File: config.mk
export PLATFORM = sky130hd
export DESIGN_NAME = irq_mask_vector
export DESIGN_NICKNAME = d
export VERILOG_FILES = /design/src/irq_pkg.sv /design/src/irq_prio_enc.sv /design/src/irq_mask_vector.sv
export VERILOG_INCLUDE_DIRS = /design/src
export SDC_FILE = /design/constraint.sdc
export NUM_CORES = 1
export LEC_CHECK = 0
export BUFFER_PORTS_ARGS = -buffer_cell sky130_fd_sc_hd__buf_2
export CORE_ASPECT_RATIO = 0.75
export CORE_MARGIN = 1
export CORE_UTILIZATION = 40
export DETAILED_ROUTE_END_ITERATION = 8
export PLACE_DENSITY_LB_ADDON = 0.1
export REMOVE_ABC_BUFFERS = 1
export SLEW_MARGIN = 30
export SYNTH_ARGS = -nofsm -noshare
export SYNTH_HDL_FRONTEND = slang
export SYNTH_SLANG_ARGS = --single-unit
File: constraint.sdc
create_clock -name clk_sys -period 3.4 [get_ports clk_sys]
set_clock_uncertainty 0.2 [all_clocks]
set_input_delay 0.34 -clock clk_sys [delete_from_list [all_inputs] [get_ports clk_sys]]
set_output_delay 0.34 -clock clk_sys [all_outputs]
set_load 0.005 [all_outputs]
File: src/irq_params.svh
// constants for the interrupt mask and vector registers
//
// Notes on behaviour
// general mask E0h: b0 monitor, b1-4 analog, b5 GPIO, b7 reserved.
// general mask bit 6 enables the sleep timer interrupt.
// block mask at E1h: each bit enables one digital block interrupt.
// block mask bits 0-3 are basic blocks, bits 4-7 are comm blocks.
// a vector read gives the highest-priority pending vector.
// any write to the vector register clears all pending flags.
// vector register sits at E2h as one 8-bit location.
// reset clears both masks and the global interrupt enable.
// each source latches a flag until serviced, reset or vector write.
// a request needs pending, its mask bit and the global enable.
// priority 1 (monitor) to 15 (sleep), lowest first; vector 4*priority.
// nothing pending reads 00h; reserved mask bit 7 affects nothing.
`ifndef IRQ_PARAMS_SVH
`define IRQ_PARAMS_SVH

`define ADDR_GENERAL_MASK   8'hE0
`define ADDR_BLOCK_MASK     8'hE1
`define ADDR_IRQ_VECTOR     8'hE2
`define MASK_RESET          8'h00
`define VECTOR_NONE         8'h00
`define RDATA_RESET         8'h00
`define UNMAPPED_READ       8'h00
`define GIE_RESET           1'b0
`define VECTOR_BASE         8'h04
`define VECTOR_STEP         8'h04
`define NUM_SOURCES         15
`define GM_MONITOR_BIT      0
`define GM_ANALOG_LO_BIT    1
`define GM_ANALOG_HI_BIT    4
`define GM_GPIO_BIT         5
`define GM_SLEEP_BIT        6
`define SRC_MONITOR         0
`define SRC_BLOCK_LO        1
`define SRC_BLOCK_HI        8
`define SRC_ANALOG_LO       9
`define SRC_ANALOG_HI       12
`define SRC_GPIO            13
`define SRC_SLEEP           14

`endif

File: src/irq_pkg.sv
// types shared by the interrupt mask and vector logic
`default_nettype none
package irq_pkg;
    typedef struct packed {
        logic       wr;    // one-cycle write strobe
        logic       rd;    // one-cycle read strobe
        logic [7:0] addr;  // bank 0 address
        logic [7:0] wdata; // write data
    } reg_req_type;
endpackage
`default_nettype wire

File: src/irq_prio_enc.sv
// lowest-index-first priority encoder
`default_nettype none
module irq_prio_enc #(
    parameter int N = 15
) (
    input  wire logic [N-1:0]         req,   // requests
    output logic                      found, // any request
    output logic [$clog2(N)-1:0]      idx    // lowest set index
);
    always_comb begin
        found = 1'b0;
        idx   = '0;
        for (int i = N - 1; i >= 0; i--) begin
            if (req[i]) begin
                found = 1'b1;
                idx   = i[$clog2(N)-1:0];
            end
        end
    end
endmodule // irq_prio_enc
`default_nettype wire

File: src/irq_mask_vector.sv
// interrupt mask registers, pending flags and vector register
`include "irq_params.svh"
`default_nettype none
module irq_mask_vector
    import irq_pkg::*;
#(
    parameter int NSRC = `NUM_SOURCES
) (
    input  wire logic                  clk_sys,    // system clock
    input  wire logic                  rst_b,      // async reset, low
    input  wire logic                  clkEn,      // freezes state when low
    input  wire reg_req_type           regReq,     // cpu register access
    output logic [7:0]                 regRdData,  // read data, next cycle
    input  wire logic [NSRC-1:0]       srcEvent,   // source pulses by priority
    input  wire logic                  gieWrEn,    // cpu updates global enable
    input  wire logic                  gieWrData,  // new global enable value
    input  wire logic                  irqAck,     // cpu services current irq
    output logic                       globalIrqEnable, // global enable flag
    output logic                       irqReq,     // request to the cpu
    output logic [7:0]                 irqVector,  // vector of current irq
    output logic [NSRC-1:0]            pendingOut  // pending flags
);
    localparam int IW = $clog2(NSRC);

    // ------------------------------------------------------------
    // state and decode signals
    // ------------------------------------------------------------
    logic [7:0]      generalMask_ff;
    logic [7:0]      nxt_generalMask;
    logic [7:0]      blockMask_ff;
    logic [7:0]      nxt_blockMask;
    logic            gie_ff;
    logic            nxt_gie;
    wire  logic [NSRC-1:0] pendingFlags;
    logic [7:0]      rdData_ff;
    logic [7:0]      nxt_rdData;
    logic [NSRC-1:0] enable;
    logic [NSRC-1:0] active;
    logic            anyActive;
    logic [IW-1:0]   activeIdx;
    logic [7:0]      vector;
    logic            wrGeneral;
    logic            wrBlock;
    logic            wrVector;
    logic            ackTaken;

    // ------------------------------------------------------------
    // address decode
    // ------------------------------------------------------------
    assign wrGeneral = regReq.wr
                    && (regReq.addr == `ADDR_GENERAL_MASK);
    assign wrBlock   = regReq.wr
                    && (regReq.addr == `ADDR_BLOCK_MASK);
    assign wrVector  = regReq.wr
                    && (regReq.addr == `ADDR_IRQ_VECTOR);
    // only a request the cpu can see may be serviced
    assign ackTaken  = irqAck && irqReq;

    // ------------------------------------------------------------
    // mask registers
    // ------------------------------------------------------------
    always_comb begin
        nxt_generalMask = generalMask_ff;
        nxt_blockMask   = blockMask_ff;
        if (wrGeneral) begin
            nxt_generalMask = regReq.wdata;
        end
        if (wrBlock) begin
            nxt_blockMask = regReq.wdata;
        end
    end

    always_ff @(posedge clk_sys or negedge rst_b) begin
        if (!rst_b) begin
            generalMask_ff <= `MASK_RESET;
            blockMask_ff   <= `MASK_RESET;
        end else if (clkEn) begin
            generalMask_ff <= nxt_generalMask;
            blockMask_ff   <= nxt_blockMask;
        end
    end

    // ------------------------------------------------------------
    // global interrupt enable
    // ------------------------------------------------------------
    always_comb begin
        nxt_gie = gie_ff;
        if (gieWrEn) begin
            nxt_gie = gieWrData;
        end
    end

    always_ff @(posedge clk_sys or negedge rst_b) begin
        if (!rst_b) begin
            gie_ff <= `GIE_RESET;
        end else if (clkEn) begin
            gie_ff <= nxt_gie;
        end
    end

    // ------------------------------------------------------------
    // source enables and prioritisation
    // ------------------------------------------------------------
    always_comb begin
        enable = '0;
        enable[`SRC_MONITOR] = generalMask_ff[`GM_MONITOR_BIT];
        enable[`SRC_BLOCK_HI:`SRC_BLOCK_LO] = blockMask_ff;
        enable[`SRC_ANALOG_HI:`SRC_ANALOG_LO] =
            generalMask_ff[`GM_ANALOG_HI_BIT:`GM_ANALOG_LO_BIT];
        enable[`SRC_GPIO]  = generalMask_ff[`GM_GPIO_BIT];
        enable[`SRC_SLEEP] = generalMask_ff[`GM_SLEEP_BIT];
        // bit 7 of the general mask feeds nothing
    end

    // masked flags stay latched but never reach the encoder
    assign active = pendingFlags & enable;

    irq_prio_enc #(
        .N(NSRC)
    ) irq_prio_enc_i (
        .req   (active),
        .found (anyActive),
        .idx   (activeIdx)
    );

    always_comb begin
        if (anyActive) begin
            vector = `VECTOR_BASE + 8'(activeIdx) * `VECTOR_STEP;
        end else begin
            vector = `VECTOR_NONE;
        end
    end

    assign irqReq = anyActive & gie_ff;

    // ------------------------------------------------------------
    // pending flags, one per source
    // ------------------------------------------------------------
    generate
        for (genvar s = 0; s < NSRC; s++) begin : g_flag
            logic flag_ff;
            logic nxt_flag;

            always_comb begin
                nxt_flag = flag_ff;
                if (wrVector) begin
                    nxt_flag = 1'b0;
                end else if (ackTaken && (activeIdx == IW'(s))) begin
                    nxt_flag = 1'b0;
                end
                // a new event beats a clear in the same cycle
                if (srcEvent[s]) begin
                    nxt_flag = 1'b1;
                end
            end

            always_ff @(posedge clk_sys or negedge rst_b) begin
                if (!rst_b) begin
                    flag_ff <= 1'b0;
                end else if (clkEn) begin
                    flag_ff <= nxt_flag;
                end
            end

            assign pendingFlags[s] = flag_ff;
        end
    endgenerate

    // ------------------------------------------------------------
    // register read data
    // ------------------------------------------------------------
    always_comb begin
        nxt_rdData = rdData_ff;
        if (regReq.rd) begin
            unique case (regReq.addr)
                `ADDR_GENERAL_MASK: nxt_rdData = generalMask_ff;
                `ADDR_BLOCK_MASK:   nxt_rdData = blockMask_ff;
                `ADDR_IRQ_VECTOR:   nxt_rdData = vector;
                default:            nxt_rdData = `UNMAPPED_READ;
            endcase
        end
    end

    always_ff @(posedge clk_sys or negedge rst_b) begin
        if (!rst_b) begin
            rdData_ff <= `RDATA_RESET;
        end else if (clkEn) begin
            rdData_ff <= nxt_rdData;
        end
    end

    // ------------------------------------------------------------
    // outputs
    // ------------------------------------------------------------
    assign irqVector       = vector;
    assign globalIrqEnable = gie_ff;
    assign pendingOut      = pendingFlags;
    assign regRdData       = rdData_ff;
endmodule // irq_mask_vector
`default_nettype wire

# Word-level counts from Yosys, hierarchy flattened
# Cells that the tools add are included.
[word_totals]
regBits = 40
wordCells = 170
[op_classes]
n_addsub = 1
eq_ne = 17
mux = 77
bitwise = 2
n_reduce_logical = 54
[op_table]
columns = ["op", "n"]
rows = [
  ["two-way mux 1 bit", 60],
  ["two-way mux 4 bit", 15],
  ["nonzero test 3 bit", 15],
  ["AND reduction 2 bit", 19],
  ["== test 4 bit (second input constant)", 7],
  ["== test 8 bit (second input constant)", 3],
  ["case mux 8 bit (3 select lines)", 1],
  ["logical AND 1 bit", 19],
  ["== test 4 x 3 -> 1 bit (second input constant)", 4],
  ["bitwise AND 15 bit", 1],
  ["== test 4 x 2 -> 1 bit (second input constant)", 2],
  ["adder 3 x 6 -> 7 bit (first input constant)", 1],
  ["two-way mux 7 bit", 1],
  ["== test 4 x 1 -> 1 bit (second input constant)", 1],
  ["zero test 4 bit", 1],
  ["bitwise AND 1 bit", 1],
]

# Longest topological paths before layout
# Gate-level depths: netlist of run 1.
[logic_depth]
ltp_word = 22
ltp_mapped = 10
ltp_nobuf = 10

# Hierarchy
# Synthesis of run 1 repeated with hierarchy kept, for this count alone.
[hier_totals]
cells_unflattened = 246
area_unflattened_um2 = 2404.8
[modules_own_cells]
columns = ["module", "instances", "cells_each", "area_each_um2"]
rows = [
  ["irq_mask_vector", 1, 219, 2244.7],
  ["irq_prio_enc", 1, 27, 160.2],
]

# Worst setup path after synthesis of run 1
# OpenSTA, ideal clock, no wires.
[synth_timing]
kind = "register to output"
startpoint = "register blockMask_ff[4]"
endpoint = "output irqVector[6]"
t_arrival_ns = 1.598
slack_ns = 1.262
stages_incl_launch_ff = 7
path_buffers = 0
cell_sequence = "dfrtp_1 > a22oi_1 > nand2_1 > a21oi_1 > o311a_1 > ha_1 > nor4bb_1"
[synth_between]
elab_chain_cells = 9
[synth_lines]
columns = ["item", "line_no", "rtl"]
rows = [
  ["start, declared", "irq_mask_vector.sv:30", "logic [7:0] blockMask_ff;"],
  ["start signal, assigned", "irq_mask_vector.sv:76", "blockMask_ff <= `MASK_RESET;"],
  ["start signal, assigned", "irq_mask_vector.sv:79", "blockMask_ff <= nxt_blockMask;"],
  ["bitwise AND 15 bit (*)", "irq_mask_vector.sv:116", "assign active = pendingFlags & enable;"],
  ["two-way mux 4 bit (6 in series)", "irq_prio_enc.sv:14", "if (req[i]) begin"],
  ["adder 3 x 6 -> 7 bit (no line)", "--", ""],
  ["two-way mux 7 bit (*)", "irq_mask_vector.sv:127", "if (anyActive) begin"],
  ["end, declared", "irq_mask_vector.sv:20", "output logic [7:0] irqVector,"],
]
# Every way passes the cells marked *; elsewhere a longest branch is shown, timed or not.

# Final worst setup path of run 1
[layout_timing]
startpoint = "register generalMask_ff[1]"
endpoint = "output irqVector[6]"
[layout_between]
elab_chain_cells = 13
[layout_lines]
columns = ["item", "line_no", "rtl"]
rows = [
  ["start, declared", "irq_mask_vector.sv:28", "logic [7:0] generalMask_ff;"],
  ["start signal, assigned", "irq_mask_vector.sv:75", "generalMask_ff <= `MASK_RESET;"],
  ["start signal, assigned", "irq_mask_vector.sv:78", "generalMask_ff <= nxt_generalMask;"],
  ["bitwise AND 15 bit (*)", "irq_mask_vector.sv:116", ""],
  ["two-way mux 4 bit (10 in series)", "irq_prio_enc.sv:14", ""],
  ["adder 3 x 6 -> 7 bit (no line)", "--", ""],
  ["two-way mux 7 bit (*)", "irq_mask_vector.sv:127", ""],
]
# Marked as above.

==> results of run 1 <==
==> worst min-delay path by stage <==
stage                             start                            end  slack, ps
2_1_floorplan                     rst_b    blockMask_ff[0]$_DFFE_PN0P_       -160
3_3_place_gp   regRdData[0]$_DFFE_PN0P_       regRdData[0]$_DFFE_PN0P_        260
3_5_place_dp   regRdData[7]$_DFFE_PN0P_       regRdData[7]$_DFFE_PN0P_        260
4_1_cts                           rst_b       regRdData[0]$_DFFE_PN0P_          2
5_1_grt                     srcEvent[5]  g_flag[5].flag_ff$_DFFE_PN0P_         70
6_report                    srcEvent[4]  g_flag[4].flag_ff$_DFFE_PN0P_         70
==> cell type report <==
cell class | instances | area [sq um]
Fill cell | 543 | 2734
Multi-Input combinational cell | 166 | 1176
Sequential cell | 40 | 1001
Timing Repair Buffer | 70 | 360.3
Tap cell | 75 | 93.84
Clock buffer | 5 | 68.82
Clock inverter | 3 | 47.55
Inverter | 4 | 15.01
==> power by group through the flow <==
stage / Combinational (mW) / Clock (mW) / Sequential, mW
5_1_grt: 0.191 / 0.437 / 0.499
3_3_place_gp: 0.171 / 0 / 0.506
3_5_place_dp: 0.170 / 0 / 0.507
6_report: 0.172 / 0.410 / 0.497
2_1_floorplan: 0.0877 / 0 / 0.503
4_1_cts: 0.172 / 0.414 / 0.497
==> sequential cells by signal, indices dropped and copies added, names as in the netlist <==
register,flops
blockMask_ff,8
g_flag.flag_ff,15
generalMask_ff,8
globalIrqEnable,1
regRdData,8
==> through the flow <==
step | hold slack (ps) | power, mW | utilization | cell area (sq um)
floorplan | -155.6 | 0.5905 | - | 2192
global placement | 256.7 | 0.6773 | 0.4792 | 2634
detailed placement | 262.7 | 0.6768 | 0.4792 | 2634
CTS | 1.511 | 1.083 | 0.5003 | 2750
global route | 74.45 | 1.127 | 0.5026 | 2763
finish | 66.47 | 1.079 | 0.5026 | 2763
==> cells by family after synthesis <==
logic type,Yosys count,synth area share
other,1,0.001593
AND/OR/NAND/NOR,75,0.1744
adder cells (fa/ha/maj),4,0.02127
flip-flops,40,0.4253
AO/OA/AOI/OAI,59,0.1823
multiplexers,25,0.1170
buffers and inverters,30,0.07814
==> worst register-to-register path: stages, from the launching register on <==
cell      delay (ps)
dfrtp_1          440
and2_1           150
o211ai_1          90
o211ai_1         240
and4_1           330
ha_1             270
nand3_1          160
nor3_1           150
o21ai_0          110
a22o_1           200
==> metal layers <==
metal / wire length (um) / global-route usage
met3: 356 / 0.04333
met5: 0 / 0
met4: 30 / 0.03629
met2: 2631 / 0.3182
met1: 3273 / 0.3100
==> layout by cell type (no fill, tap or decap), types with 4 or more instances in the layout <==
cell	instances
clkbuf_8	5
nand3_1	11
dfrtp_1	40
ha_1	4
a22o_1	17
inv_1	4
nor2b_1	4
nor2_1	5
a22oi_1	8
buf_2	67
mux2_2	20
o21ai_0	14
mux2i_1	5
o31ai_1	5
nor3_1	9
nand2_1	26
==> repair_timing <==
action                    4_1_cts  5_1_grt
gates resized for setup         0        0
hold endpoints to repair        0       40
hold buffers                    0        1
==> Flow_metrics.wiki, run 1 <==
{| class="wikitable"
! Metric !! Value
|-
| Total vias in the final route || 1975
|-
| Wire length per cell || 17.33 um
|-
| Min Clock Period, post-route || 2945 ps
|-
| Vias per inst || 5.441
|-
| Timing-limited maximum frequency || 339.6 MHz
|-
| Length of the first detailed-routing pass in iterations || 4
|-
| Switching power || 0.3021 mW
|-
| Number of enable flip-flop cells after synthesis || 0
|-
| Arrival @ worst endpoint || 2400 ps
|-
| Final Non-Filler Cells || 363
|-
| Hold violation total from the final report || 0
|-
| Worst Reg2Reg Path Length in Cells || 9
|-
| Most numerous cell on the critical path || o211ai_1
|-
| All-Layer GR Usage || 0.2096
|-
| Most common flop cell mapped by yosys || dfrtp_1
|-
| Startpoint types || flip-flop
|-
| Post-detailed-placement half-perimeter wirelength || 4.755 mm
|-
| Cell family with most CP delay || simple AND/OR/NAND/NOR gates
|-
| Cell variety after synth || 46
|-
| Cell types occupying the most area after synthesis || dfrtp_1 43%, mux2_2 9.6%, a22o_1 6.3%, buf_4 5.7%, nand2_1 4.1%
|-
| Crit Reg-Reg Startpoint || generalMask_ff[1]$_DFFE_PN0P_
|-
| DRC marker count from the first detailed-route iteration || 90
|-
| Via count of the first global-routing pass || 1847
|-
| Max-Slew Margin vs Limit || 0.6463
|-
| Remaining design rule violation count || 0
|-
| Run status || finished, final reports clean
|-
| Area of the core || 5497 sq um
|-
| Synthesized instance count || 234
|-
| Number of synthesized register bits || 40
|-
| Hold Path Cell Cnt || 2
|-
| Maximum fanout encountered on the critical timing path || 5
|-
| Count of nets after finishing || 330
|-
| Clock-pin slew on the worst setup and hold paths || 90 ps
|-
| Total negative setup slack || 0 ps
|-
| Global route overflow || 0
|-
| TritonCTS clock tree || done
|-
| Sw Share || 0.2799
|-
| Peak ir drop on the vdd network || 0.0001998 V
|-
| Critical path cell sequence || and2_1 -> o211ai_1 -> o211ai_1 -> and4_1 -> ha_1 -> nor4bb_1 -> buf_2
|-
| Start-to-end type of the worst setup path || flip-flop to output pin
|-
| Part of the cycle the worst path needs || 0.8661
|-
| Final worst-path setup slack || 455.2 ps
|-
| Die outline area || 6198 sq um
|-
| Top-level port count || 72
|-
| Antenna violation net count after detailed routing || 0
|-
| Setup repair after global routing missed its margin || no
|-
| Setup crit start || generalMask_ff[1]$_DFFE_PN0P_
|-
| Post-placement setup slack || 816.8 ps
|-
| Wire length of the first global-routing pass || 9.729 mm
|-
| Worst r2r dst || g_flag[11].flag_ff$_DFFE_PN0P_
|-
| Crit. path cell count || 7
|-
| Placed Instances || 354
|-
| Crit end category || output pin
|-
| Final Max Slew Viols || 0
|-
| Deepest level of the CTS H-tree || 2
|-
| Initial core utilization || 0.4282
|-
| FFs w/ async S/R, synth || 1.000
|-
| Required time at the endpoint of the critical path || 2860 ps
|-
| Mean instance size in the synthesized netlist || 10.06 sq um
|-
| Power density normalized to cell area || 390.7 nW/um^2
|-
| Comb pwr share || 0.159
|-
| Reg2reg setup slack || 960 ps
|-
| Netlist area before placement || 2354 sq um
|-
| Horizontal extent of the die || 90.57 um
|-
| Share of synthesized area occupied by flip-flops and latches || 0.4253
|-
| Total length of routed wires || 6.292 mm
|-
| Weighted congestion at the end of routability-driven global placement || 0.8485
|-
| Cell Rows || 23
|-
| Max-cap check violation count || 0
|-
| Total clock buffers created by CTS || 5
|-
| Ratio of cells with drive above 1 in the final layout || 0.3646
|-
| Most frequent cell after synthesis || dfrtp_1
|-
| Portion of synthesized cell area occupied by the leading cell type || 0.4253
|-
| Setup violators final || 0
|-
| Leakage power of the design || 1.329 nW
|-
| Pint || 0.7772 mW
|-
| Total number of yosys warnings || 0
|-
| Vert. Die Dim || 68.43 um
|-
| Buf/Inv on CP || 1
|-
| Cell with the largest stage delay on the worst path || dfrtp_1
|-
| P&R area growth vs syn || 17.38%
|-
| Path type of the worst min-delay path || input pin to flip-flop
|-
| Buffer type at the clock tree root || clkbuf_8
|-
| Capturing element of the worst setup path || irqVector[6]
|-
| Proportion of power drawn by flip-flops and latches || 0.461
|-
| Commonest cells in the netlist || 40 x dfrtp_1, 26 x nand2_1, 20 x mux2_2
|-
| Pin slew with the least headroom to its limit || 530.6 ps
|-
| Number of post-CTS setup repair buffers || 0
|-
| Cell type contributing the most total cell area after synthesis || dfrtp_1
|-
| Worst-case clock buffer depth || 2
|-
| Sinks on Clock Net || 40
|-
| Insertion delay to the later sink of the worst-skew pair || 300 ps
|-
| Number of buffers inserted by port buffering || 68
|-
| Number of antenna violations at the first check in global routing || 0
|-
| Power share of the clock group || 0.380
|-
| Largest net degree at the start of global routing || 41
|-
| Largest stage delay, worst path || 440 ps
|-
| Diodes inserted || 0
|}
(Power assumes the default switching activity.)
==> run 2: changes to the inputs <==
Settings changed: CORE_ASPECT_RATIO 0.75 to 0.6, SYNTH_HIERARCHICAL from default to 1.
==> Flow_metrics.wiki, run 2 <==
{| class="wikitable"
! Metric !! Value
|-
| Commonest non-fill, non-tap cell in the layout || buf_2
|-
| Weighted congestion at the end of routability-driven global placement || 0.9200
|-
| Worst-case hold slack || 66.55 ps
|-
| Share of synthesized area occupied by flip-flops and latches || 0.4162
|-
| TritonCTS clock tree || done
|-
| Flip-flop count of the largest register, all copies and words added || 15
|-
| Number of antenna violations at the first check in global routing || 0
|-
| Total number of yosys warnings || 6
|-
| Number of enable flip-flop cells after synthesis || 0
|-
| Die outline area || 6336 sq um
|-
| Length of the first detailed-routing pass in iterations || 4
|-
| Part of the cycle the worst path needs || 0.9220
|-
| Netlist area before placement || 2405 sq um
|-
| Startpoint types || flip-flop
|-
| Most frequent cell after synthesis || dfrtp_1
|-
| Area of the core || 5675 sq um
|-
| Fillers || 576
|-
| Most common flop cell mapped by yosys || dfrtp_1
|-
| Final Max Slew Viols || 0
|-
| Pin slew with the least headroom to its limit || 767.1 ps
|-
| Timing-limited maximum frequency || 319.0 MHz
|-
| Crit end category || output pin
|-
| Number of buffers inserted by port buffering || 68
|-
| Post-route design area || 2778 sq um
|-
| Deepest level of the CTS H-tree || 2
|-
| Cell variety after synth || 42
|-
| P&R area growth vs syn || 15.50%
|-
| Top-level port count || 72
|-
| Post-placement setup slack || 579.0 ps
|-
| Max-cap check violation count || 0
|-
| Number of synthesized register bits || 40
|-
| Final worst-path setup slack || 265.3 ps
|-
| Min Clock Period, post-route || 3135 ps
|-
| FFs w/ async S/R, synth || 1.000
|-
| All-Layer GR Usage || 0.2115
|-
| Wire length per cell || 16.96 um
|-
| Commonest cells after routing, fill and taps aside || 67 x buf_2, 40 x dfrtp_1, 22 x nor2_1, 21 x mux2_2, 19 x a22o_1
|-
| Sinks on Clock Net || 40
|-
| Cell types occupying the most area after synthesis || dfrtp_1 42%, mux2_2 9.8%, a22o_1 6.9%, buf_4 5.9%, and2_1 4.4%
|-
| Clock-pin slew on the worst setup and hold paths || 80 ps
|-
| Critical path cell sequence || and2_1 -> nor2b_1 -> o21ai_0 -> a311oi_1 -> inv_1 -> ha_1 -> and2_1 -> buf_2
|-
| Leakage power of the design || 1.306 nW
|-
| Tot Pwr || 1.002 mW
|-
| Horizontal extent of the die || 102.1 um
|-
| Portion of synthesized cell area occupied by the leading cell type || 0.4162
|-
| Count of nets after finishing || 341
|-
| Synthesized instance count || 246
|-
| Required time at the endpoint of the critical path || 2860 ps
|-
| Total negative setup slack || 0 ps
|-
| Largest stage delay, worst path || 660 ps
|-
| Peak ir drop on the vdd network || 0.0001452 V
|-
| Cell area after placement || 2688 sq um
|-
| Most numerous cell on the critical path || and2_1
|-
| Wire length of the first global-routing pass || 9.591 mm
|-
| Multi-input gate area || 1197 sq um
|-
| Largest reg by FF count || g_flag.flag_ff
|-
| Largest net degree at the start of global routing || 41
|-
| Global route overflow || 0
|-
| DRC marker count from the first detailed-route iteration || 121
|-
| Cell with the largest stage delay on the worst path || a311oi_1
|-
| Vert. Die Dim || 62.06 um
|-
| Register Area || 1001 sq um
|-
| Setup repair after global routing missed its margin || no
|-
| Max-Slew Margin vs Limit || 0.4848
|-
| Run status || finished, final reports clean
|-
| Diodes inserted || 0
|-
| Cell family with most CP delay || compound AO/OA/AOI/OAI gates
|-
| Vias per inst || 5.389
|-
| Maximum fanout encountered on the critical timing path || 6
|-
| Path type of the worst min-delay path || input pin to flip-flop
|-
| Total vias in the final route || 2037
|-
| Start-to-end type of the worst setup path || flip-flop to output pin
|-
| Ratio of cells with drive above 1 in the final layout || 0.3456
|-
| Total length of routed wires || 6.412 mm
|-
| Number of post-CTS setup repair buffers || 0
|-
| Power density normalized to cell area || 360.6 nW/um^2
|-
| Antenna violation net count after detailed routing || 0
|-
| Buffer type at the clock tree root || clkbuf_8
|-
| Mean instance size in the synthesized netlist || 9.776 sq um
|-
| Setup violators final || 0
|-
| Worst-case clock buffer depth || 2
|-
| Arrival @ worst endpoint || 2590 ps
|-
| Total clock buffers created by CTS || 5
|-
| Remaining design rule violation count || 0
|-
| Hold violation total from the final report || 0
|-
| Cell type contributing the most total cell area after synthesis || dfrtp_1
|-
| Cell Rows || 21
|-
| Commonest cells in the netlist || 40 x dfrtp_1, 22 x nor2_1, 21 x mux2_2
|-
| Via count of the first global-routing pass || 1741
|-
| Initial core utilization || 0.4237
|-
| Buf/Inv on CP || 2
|-
| Insertion delay to the later sink of the worst-skew pair || 300 ps
|-
| Post-detailed-placement half-perimeter wirelength || 4.949 mm
|}
-- run 2: cell count changes in the layout (fill, tap and decap cells not counted), moves of 4 or more --
cell and delta:
nand2_1 -15, mux2i_1 -4, a22oi_1 -8, nor4_1 +5
o21ai_0 -4, nor2_1 +17, nor3_1 -5, nand3_1 -8
and2_1 +15, o21ai_1 +9, nand2b_1 +7
-- run 2: path summary, 6_finish.rpt --
check / from / end / slack [ps] / depth (start not counted)
max in group asynchronous: rst_b / generalMask_ff[5]$_DFFE_PN0P_ / 2260 / 2
worst min-delay path: srcEvent[7] / g_flag[7].flag_ff$_DFFE_PN0P_ / 70 / 2
worst min register to register: regRdData[4]$_DFFE_PN0P_ / regRdData[4]$_DFFE_PN0P_ / 300 / 2
min in group asynchronous: rst_b / g_flag[1].flag_ff$_DFFE_PN0P_ / 360 / 2
worst max-delay path: g_flag[13].flag_ff$_DFFE_PN0P_ / irqVector[3] / 270 / 8
worst max register to register: g_flag[13].flag_ff$_DFFE_PN0P_ / g_flag[1].flag_ff$_DFFE_PN0P_ / 580 / 9
-- run 2: kinds of logic (layout without fill, tap and decap cells) --
family	count (synthesis)	in the layout	share of synthesized area
AO/OA/AOI/OAI	55	55	0.1571
AND/OR/NAND/NOR	86	86	0.2055
XOR/XNOR	2	2	0.007285
adder cells (fa/ha/maj)	4	4	0.02081
other	1	3	0.001559
buffers and inverters	36	86	0.08897
multiplexers	22	22	0.1025
flip-flops	40	40	0.4162
-- run 2: stage by stage --
step | std cells | util
2_1_floorplan | 219 | -
3_3_place_gp | 370 | 0.4735
3_5_place_dp | 370 | 0.4735
4_1_cts | 377 | 0.4872
5_1_grt | 378 | 0.4894
6_report | 378 | 0.4894
-- run 2: final cells by class --
type	count	area share
multi-input combinational	172	0.4311
sequential	40	0.3604
timing repair buffer	72	0.1351
tap	80	0.03604
clock buffer	6	0.02613
inverter	7	0.009459
clock inverter	1	0.001802
-- run 2: per-layer routing --
| metal | vias to the layer above | share of wire | wire length (um) | track usage |
|---|---|---|---|---|
| met3 | 7 | 0.070 | 451 | 0.04810 |
| met1 | 984 | 0.53 | 3414 | 0.3382 |
| met4 | 0 | 0.0089 | 57 | 0.05510 |
| li1 | 970 | - | - | - |
| met2 | 76 | 0.39 | 2489 | 0.2761 |
| met5 | - | 0 | 0 | 0 |
-- run 2: where the power goes --
part	switching, mW	internal [mW]
registers	0.0106	0.486
clock network	0.169	0.140
logic	0.117	0.0786
-- run 2: timing repair --
item                                    4_1_cts  5_1_grt
hold endpoints to repair                      0       40
endpoints found under the setup margin        0        0
resized for setup                             0        0
hold buffers                                  0        1
-- run 2: worst reg2reg max path, stage by stage (launching register included) --
cell and delay [ps]:
dfrtp_1 400, and2_1 180, nor2b_1 170, o21ai_0 90, a311oi_1 660, ha_1 260, nand4_1 190, nor3_1 230
o21ai_1 120, a22o_1 210
